$ cat src/lcap_pkg.sv
package lcap_pkg;
    // ------------------------------------------------------------
    // register map
    // ------------------------------------------------------------
    localparam logic [11:0] LCAP_OFS = 12'h04c;
    localparam logic [11:0] LCTL_OFS = 12'h050;
    localparam logic [11:0] LOCK_OFS = 12'h060;

    // ------------------------------------------------------------
    // field positions
    // ------------------------------------------------------------
    localparam int SPD_LO = 0;
    localparam int SPD_HI = 3;
    localparam int WID_LO = 4;
    localparam int WID_HI = 9;
    localparam int LPS_LO = 10;
    localparam int LPS_HI = 11;
    localparam int SEL_LO = 12;
    localparam int SEL_HI = 14;
    localparam int DEL_LO = 15;
    localparam int DEL_HI = 17;
    localparam int CLKRM_BIT = 18;
    localparam int SDN_BIT = 19;
    localparam int LAR_BIT = 20;
    localparam int BWN_BIT = 21;
    localparam int RSV_LO = 22;
    localparam int RSV_HI = 23;
    localparam int PID_LO = 24;
    localparam int PID_HI = 31;
    localparam int SHCLK_BIT = 6;

    // ------------------------------------------------------------
    // reset and fixed values
    // ------------------------------------------------------------
    localparam logic [3:0] SPD_RST = 4'h1;
    localparam logic [1:0] LPS_VAL = 2'h3;
    localparam logic [2:0] SEL_SEP = 3'h5;
    localparam logic [2:0] SEL_COM = 3'h3;
    localparam logic [2:0] DEL_RST = 3'h2;
    localparam logic [5:0] WID_X1 = 6'h01;
    localparam logic [31:0] LCTL_MASK = 32'h0000_0040;
    localparam logic [31:0] RD_UNMAPPED = 32'h0000_0000;
    localparam int SEL_PORT_WIDTH = 6;
endpackage

$ cat src/lcap_regs.sv
// Notes on behaviour
// - speed field bits 3:0, resets to 1
// - width field bits 9:4, legal lane codes
// - reserved width code trains one lane
// - width loaded from physical port width
// - low-power support reads constant 3
// - separate clocks: short latency code 5
// - common clock: short latency code 3
// - deep latency defaults to code 2
// - clock removal bit resets to zero
// - surprise-down: downstream one, upstream zero
// - link-active: downstream one, upstream zero
// - bandwidth notify: downstream one, upstream zero
// - older protocol mode: bandwidth notify zero
// - port number fixed in bits 31:24
// - link control bit 6 selects common clock
//
// The Avalon-MM interface to the registers is this design's own decision.
`timescale 1ns/1ps
module lcap_regs
    import lcap_pkg::*;
#(
    parameter logic [7:0] PORT_ID = 8'h00,
    parameter bit IS_UPSTREAM = 1'b0
)(
    input wire logic clk_sys,
    input wire logic rst_b,
    input wire logic [11:0] avsAddress,
    input wire logic avsRead,
    input wire logic avsWrite,
    input wire logic [31:0] avsWriteData,
    input wire logic [3:0] avsByteEnable,
    output logic [31:0] avsReadData,
    output logic avsWaitRequest,
    input wire logic [5:0] physWidth,
    input wire logic legacyMode,
    output logic [5:0] trainWidth,
    output logic sharedRefclkSelect
);
    // ------------------------------------------------------------
    // state
    // ------------------------------------------------------------
    logic [3:0] speed_r, speed_nxt;
    logic [5:0] width_r, width_nxt;
    logic [2:0] deepLat_r, deepLat_nxt;
    logic clkRm_r, clkRm_nxt;
    logic sdn_r, sdn_nxt;
    logic lar_r, lar_nxt;
    logic bwn_r, bwn_nxt;
    logic shClk_r, shClk_nxt;
    logic unlock_r, unlock_nxt;
    logic init_r, init_nxt;
    logic ack_r, ack_nxt;
    logic [31:0] rdData_r, rdData_nxt;
    logic [5:0] trainWidth_r, trainWidth_nxt;
    logic [5:0] widthChecked;
    logic [31:0] capWord;
    logic wrCap;
    logic wrLock;
    logic wrCtl;
    logic req;

    lcap_width_check u_width_check (
        .widthCode(width_r),
        .widthUsed(widthChecked)
    );

    // ------------------------------------------------------------
    // capability word assembly
    // ------------------------------------------------------------
    always_comb begin
        capWord = 32'h0000_0000;
        capWord[SPD_HI:SPD_LO] = speed_r;
        capWord[WID_HI:WID_LO] = width_r;
        capWord[LPS_HI:LPS_LO] = LPS_VAL;
        capWord[SEL_HI:SEL_LO] = shClk_r ? SEL_COM : SEL_SEP;
        capWord[DEL_HI:DEL_LO] = deepLat_r;
        capWord[CLKRM_BIT] = clkRm_r;
        capWord[SDN_BIT] = sdn_r;
        capWord[LAR_BIT] = lar_r;
        capWord[BWN_BIT] = bwn_r;
        capWord[RSV_HI:RSV_LO] = 2'h0;
        capWord[PID_HI:PID_LO] = PORT_ID;
    end

    // ------------------------------------------------------------
    // bus decode, one wait cycle then acknowledge
    // ------------------------------------------------------------
    always_comb begin
        req = (avsRead | avsWrite) & ~ack_r;
        wrCap = avsWrite & req & (avsAddress == LCAP_OFS);
        wrCtl = avsWrite & req & (avsAddress == LCTL_OFS);
        wrLock = avsWrite & req & (avsAddress == LOCK_OFS);
    end

    always_comb begin
        speed_nxt = speed_r;
        width_nxt = width_r;
        deepLat_nxt = deepLat_r;
        clkRm_nxt = clkRm_r;
        sdn_nxt = sdn_r;
        lar_nxt = lar_r;
        bwn_nxt = bwn_r;
        shClk_nxt = shClk_r;
        unlock_nxt = unlock_r;
        init_nxt = 1'b1;
        ack_nxt = req;
        rdData_nxt = rdData_r;
        trainWidth_nxt = widthChecked;
        if (!init_r) begin
            width_nxt = physWidth;
            bwn_nxt = ~IS_UPSTREAM & ~legacyMode;
        end
        if (wrCap && unlock_r) begin
            if (avsByteEnable[0]) begin
                speed_nxt = avsWriteData[SPD_HI:SPD_LO];
                width_nxt[3:0] = avsWriteData[7:4];
            end
            if (avsByteEnable[1]) begin
                width_nxt[5:4] = avsWriteData[WID_HI:8];
            end
            if (avsByteEnable[2]) begin
                deepLat_nxt[2:1] = avsWriteData[DEL_HI:16];
                clkRm_nxt = avsWriteData[CLKRM_BIT];
                sdn_nxt = avsWriteData[SDN_BIT];
                lar_nxt = avsWriteData[LAR_BIT];
                bwn_nxt = avsWriteData[BWN_BIT];
            end
            if (avsByteEnable[1]) begin
                deepLat_nxt[0] = avsWriteData[DEL_LO];
            end
        end
        if (wrCtl && avsByteEnable[0]) begin
            shClk_nxt = avsWriteData[SHCLK_BIT];
        end
        if (wrLock && avsByteEnable[0]) begin
            unlock_nxt = avsWriteData[0];
        end
        if (avsRead && req) begin
            case (avsAddress)
                LCAP_OFS: rdData_nxt = capWord;
                LCTL_OFS: rdData_nxt = {25'h0, shClk_r, 6'h00};
                LOCK_OFS: rdData_nxt = {31'h0, unlock_r};
                default: rdData_nxt = RD_UNMAPPED;
            endcase
        end
    end

    always_ff @(posedge clk_sys or negedge rst_b) begin
        if (!rst_b) begin
            speed_r <= SPD_RST;
            width_r <= WID_X1;
            deepLat_r <= DEL_RST;
            clkRm_r <= 1'b0;
            sdn_r <= ~IS_UPSTREAM;
            lar_r <= ~IS_UPSTREAM;
            bwn_r <= ~IS_UPSTREAM;
            shClk_r <= 1'b0;
            unlock_r <= 1'b0;
            init_r <= 1'b0;
            ack_r <= 1'b0;
            rdData_r <= 32'h0000_0000;
            trainWidth_r <= WID_X1;
        end else begin
            speed_r <= speed_nxt;
            width_r <= width_nxt;
            deepLat_r <= deepLat_nxt;
            clkRm_r <= clkRm_nxt;
            sdn_r <= sdn_nxt;
            lar_r <= lar_nxt;
            bwn_r <= bwn_nxt;
            shClk_r <= shClk_nxt;
            unlock_r <= unlock_nxt;
            init_r <= init_nxt;
            ack_r <= ack_nxt;
            rdData_r <= rdData_nxt;
            trainWidth_r <= trainWidth_nxt;
        end
    end

    assign avsReadData = rdData_r;
    assign avsWaitRequest = ~ack_r;
    assign trainWidth = trainWidth_r;
    assign sharedRefclkSelect = shClk_r;

    // ------------------------------------------------------------
    // checks
    // ------------------------------------------------------------
    a_speed_reset: assert property (@(posedge clk_sys) disable iff (!rst_b)
        $rose(init_r) |-> speed_r == SPD_RST)
        else $error("speed field not at reset value");
    a_width_load: assert property (@(posedge clk_sys) disable iff (!rst_b)
        !init_r |=> width_r == $past(physWidth))
        else $error("width not loaded from port");
    a_width_fallback: assert property (@(posedge clk_sys) disable iff (!rst_b)
        (width_r != 6'h01 && width_r != 6'h02 && width_r != 6'h04 && width_r != 6'h08
        && width_r != 6'h0c && width_r != 6'h10 && width_r != 6'h20) |=> trainWidth == WID_X1)
        else $error("reserved width not forced to one lane");
    a_lowpow_const: assert property (@(posedge clk_sys) disable iff (!rst_b)
        avsRead && req && avsAddress == LCAP_OFS |=> avsReadData[LPS_HI:LPS_LO] == LPS_VAL)
        else $error("low-power support not 3");
    a_short_lat: assert property (@(posedge clk_sys) disable iff (!rst_b)
        avsRead && req && avsAddress == LCAP_OFS && shClk_r
        |=> avsReadData[SEL_HI:SEL_LO] == SEL_COM)
        else $error("common clock latency wrong");
    a_short_sep: assert property (@(posedge clk_sys) disable iff (!rst_b)
        avsRead && req && avsAddress == LCAP_OFS && !shClk_r
        |=> avsReadData[SEL_HI:SEL_LO] == SEL_SEP)
        else $error("separate clock latency wrong");
    a_rsv_pid: assert property (@(posedge clk_sys) disable iff (!rst_b)
        avsRead && req && avsAddress == LCAP_OFS
        |=> avsReadData[PID_HI:RSV_LO] == {PORT_ID, 2'h0})
        else $error("port id or reserved bits wrong");
    a_lock_hold: assert property (@(posedge clk_sys) disable iff (!rst_b)
        init_r && !unlock_r |=> $stable(speed_r) && $stable(width_r) && $stable(bwn_r))
        else $error("locked field changed");
    a_bus_ack: assert property (@(posedge clk_sys) disable iff (!rst_b)
        (avsRead || avsWrite) && avsWaitRequest |=> !avsWaitRequest)
        else $error("no acknowledge after one cycle");
endmodule // lcap_regs

$ cat src/lcap_width_check.sv
`timescale 1ns/1ps
module lcap_width_check
    import lcap_pkg::*;
(
    input wire logic [5:0] widthCode,
    output logic [5:0] widthUsed
);
    // ------------------------------------------------------------
    // legal lane counts, anything else falls back to one lane
    // ------------------------------------------------------------
    always_comb begin
        case (widthCode)
            6'h01, 6'h02, 6'h04, 6'h08, 6'h0c, 6'h10, 6'h20: widthUsed = widthCode;
            default: widthUsed = WID_X1;
        endcase
    end
endmodule // lcap_width_check

$ cat config.mk
export PLATFORM = sky130hd
export DESIGN_NAME = lcap_regs
export DESIGN_NICKNAME = d
export VERILOG_FILES = /design/src/lcap_pkg.sv /design/src/lcap_regs.sv /design/src/lcap_width_check.sv
export SDC_FILE = /design/constraint.sdc
export NUM_CORES = 1
export LEC_CHECK = 0
export BUFFER_PORTS_ARGS = -buffer_cell sky130_fd_sc_hd__buf_4
export CAP_MARGIN = 20
export CORE_ASPECT_RATIO = 0.9
export CORE_UTILIZATION = 49
export DETAILED_ROUTE_END_ITERATION = 12
export PLACE_DENSITY = 0.84
export SLEW_MARGIN = 10
export SYNTH_ARGS = -nofsm -noshare
export SYNTH_HDL_FRONTEND = slang
export SYNTH_SLANG_ARGS = --single-unit
export TNS_END_PERCENT = 30
$ cat constraint.sdc
create_clock -name clk_sys -period 2.6 [get_ports clk_sys]
set_clock_uncertainty 0.1 [all_clocks]
set_input_delay 0.26 -clock clk_sys [delete_from_list [all_inputs] [get_ports clk_sys]]
set_output_delay 0.26 -clock clk_sys [all_outputs]
set_load 0.02 [all_outputs]
==> results.yml <==
min_path:
  hold_path.startpoint: "avsWriteData[16]"
  whs_path_depth: 2
  worstHoldPathType: "input pin to flip-flop"
  hold_path_end: "deepLat_r[1]$_DFFE_PN1P_"
clocking:
  clk_latency_ps: 300
  cts.sinks: 47
  clk_path_buf_depth: 2
  clock_tree.root_cell: "sky130_fd_sc_hd__clkbuf_8"
  htreeDepth: 2
  cts_made_buffers: 5
  cts.repair_timing.setup_buffer_count: 0
  clock_tree_from_tritoncts: "built"
  worst_setup_hold_path_clk_slew_ps: 80
placement:
  post-dp-hpwl_um: 3163
  gp_congestion: 0.8242
  pre_cts_slack_ps: 327.1
  port_buffers: 72
  detailed_place.area_um2: 2625
detailed_routing:
  wl_um: 4348
  antenna_violating_nets_remaining: 0
  post-route-drc-count: 14
  drtPass1Iterations: 8
  drt-vias-per-instance: 5.276
  wl_per_cell_um: 15.36
  vias: 1493
  first_iter_violations: 94
die:
  initial_utilization: 0.5119
  chipWidth_um: 71
  num_io_pins: 99
  fp.dieH_um: 64.10
  placementRows: 22
  floorplan.die_area_um2: 4551
  core-area_um2: 4101
sta:
  tightest_slew_ps: 573.3
  slew_viol_final: 0
  worst_slack_ps: 642.9
  rsz0062_at_grt: "no"
  timing.final.crit_share: 0.7527
  timing.final.crit_period_ps: 1957
  timing.slew.headroom: 0.6178
  report.final.setup_viol: 0
  setup_tns_ps: 0
  final_hold_viol_count: 0
  max_freq_mhz: 511.0
layout:
  design_area_um2: 2753
  mostFrequentLayoutCells: "sky130_fd_sc_hd__buf_4 (73), sky130_fd_sc_hd__dfrtp_1 (40), sky130_fd_sc_hd__mux2_2 (25)"
  syn2layout_area_growth_pct: 31.11
  layout.core_utilization: 0.6711
  layout_commonest_cell: "sky130_fd_sc_hd__buf_4"
  insertedDiodeCount: 0
  nets: 293
  drive_above_1_share: 0.5404
  filler_cell_count: 324
power:
  p_total_w: 0.001478
  vdd_drop_max_uv: 359.6
  pwr_density_cell_nw_per_um2: 536.8
  leakagePower_nw: 1.401
synth:
  synth-seq-area-share: 0.5644
  synth_seq_cells: 47
  yosysWarningCount: 0
  netlist_area_um2: 2100
  synth-async-reset-ratio: 1.000
  postSynthAreaPerCell_um2: 13.04
  synth_cell_type_count: 33
  synth_enable_flop_cells: 0
  synth_top_flop_cell: "sky130_fd_sc_hd__dfrtp_1"
  synth_cells: 161
setup_path:
  rr_endpoint: "avsReadData[19]$_DFFE_PN0P_"
  worst_ep_required_ps: 2740
  worst-endpoint-arrival_ps: 2090
  critPathMaxFanout: 17
  crit_path_start_kind: "input pin"
  worst_setup_path_end_kind: "flip-flop"
  crit_chain: "buf_4 -> or4_4 -> or4_4 -> nor2_4 -> a22o_2"
  reg2regPathDepth: 4
  regToRegStartpoint: "ack_r$_DFF_PN0_"
  crit_type: "input pin to flip-flop"
  crit_slowest_cell: "sky130_fd_sc_hd__or4_4"
  worst_path_most_repeated_cell: "sky130_fd_sc_hd__or4_4"
  timing.reg2reg.setup_slack_ps: 810
  max_incr_delay_on_cp_ps: 560
global_route:
  grt_max_degree: 48
  grt_pass1_vias: 1472
  globalRouteOverflowTotal: 0
  grt_pass1_wl_um: 6810
  antenna_found_initial: 0
  gr-usage-all-layers: 0.2007
status:
  status: "finished, violations left"
  violated_checks: "DRC"
job:
  max-cap-violations: 0
[timing repair]
item                       CTS  global route
gates resized for setup      0             0
hold buffers                 1             0
setup endpoints to repair    0             0
hold endpoints to repair    40             0
[worst max path at each step]
stage	start	to	slack [ps]	cells after the start
3_3_place_gp	avsAddress[9]	avsReadData[9]$_DFFE_PN0P_	360	5
6_report	avsAddress[9]	avsReadData[19]$_DFFE_PN0P_	640	5
5_1_grt	avsAddress[9]	avsReadData[19]$_DFFE_PN0P_	600	5
2_1_floorplan	avsAddress[9]	avsReadData[16]$_DFFE_PN0P_	650	5
4_1_cts	avsAddress[9]	avsReadData[19]$_DFFE_PN0P_	630	5
3_5_place_dp	avsAddress[9]	avsReadData[19]$_DFFE_PN0P_	330	5
[critical path, delay by kind of cell]
kind            cells  cell delay [ps]
simple gates        3             1490
compound gates      1              220
buf+inv             1              110
[power breakdown]
group | leakage (nW) | internal, W | switching [W]
clock network | 0.0612 | 0.000311 | 0.000237
registers | 0.616 | 0.000751 | 0.0000207
logic | 0.724 | 0.0000790 | 0.0000793
[state kept, by name, indices dropped and copies added, names as in the netlist, 3 cells and up]
register,cells
width_r,6
avsReadData,20
deepLat_r,3
speed_r,4
trainWidth,6
[metal layers]
layer / track usage / up-vias / wire length [µm]
met5: 0 / - / 0
met3: 0.03628 / 7 / 212
met4: 0.09000 / 0 / 83
met1: 0.2411 / 731 / 1748
li1: - / 702 / -
met2: 0.3522 / 53 / 2303
[cell usage after synthesis (all sizes together), types with 3 or more instances]
library cell	count	area, µm²
dfrtp	40	1001
mux2	25	281.5
a22o	16	148.9
buf	14	105.1
nor2	13	56.30
dfstp	7	183.9
nand3	7	40.04
nand2	4	15.01
a32o	3	30.03
and3	3	18.77
clkbuf	3	11.26
[area by class of cell]
cell class / count / area, µm² / area share
Multi-Input combinational cell: 104 / 824.5 / 0.2995
Sequential cell: 47 / 1185 / 0.4305
Inverter: 2 / 7.507 / 0.002727
Clock inverter: 2 / 35.03 / 0.01273
Timing Repair Buffer: 74 / 558.0 / 0.2027
Tap cell: 48 / 60.06 / 0.02182
Clock buffer: 6 / 82.58 / 0.03000
[logic make-up (layout without fill, tap and decap cells)]
group / Yosys count / after routing / synth area share
multiplexers: 26 / 26 / 0.1389
XOR/XNOR: 2 / 2 / 0.008345
buffers and inverters: 19 / 84 / 0.05900
AO/OA/AOI/OAI: 25 / 25 / 0.1025
AND/OR/NAND/NOR: 40 / 40 / 0.1234
flip-flops: 47 / 47 / 0.5644
other: 2 / 11 / 0.003577
[through the flow]
step,instances,hold slack (ps)
floorplan,170,-135.6
global placement,274,194.0
detailed placement,274,195.0
CTS,283,81.29
global route,283,79.69
finish,283,86.52
(Power assumes the default switching activity.)
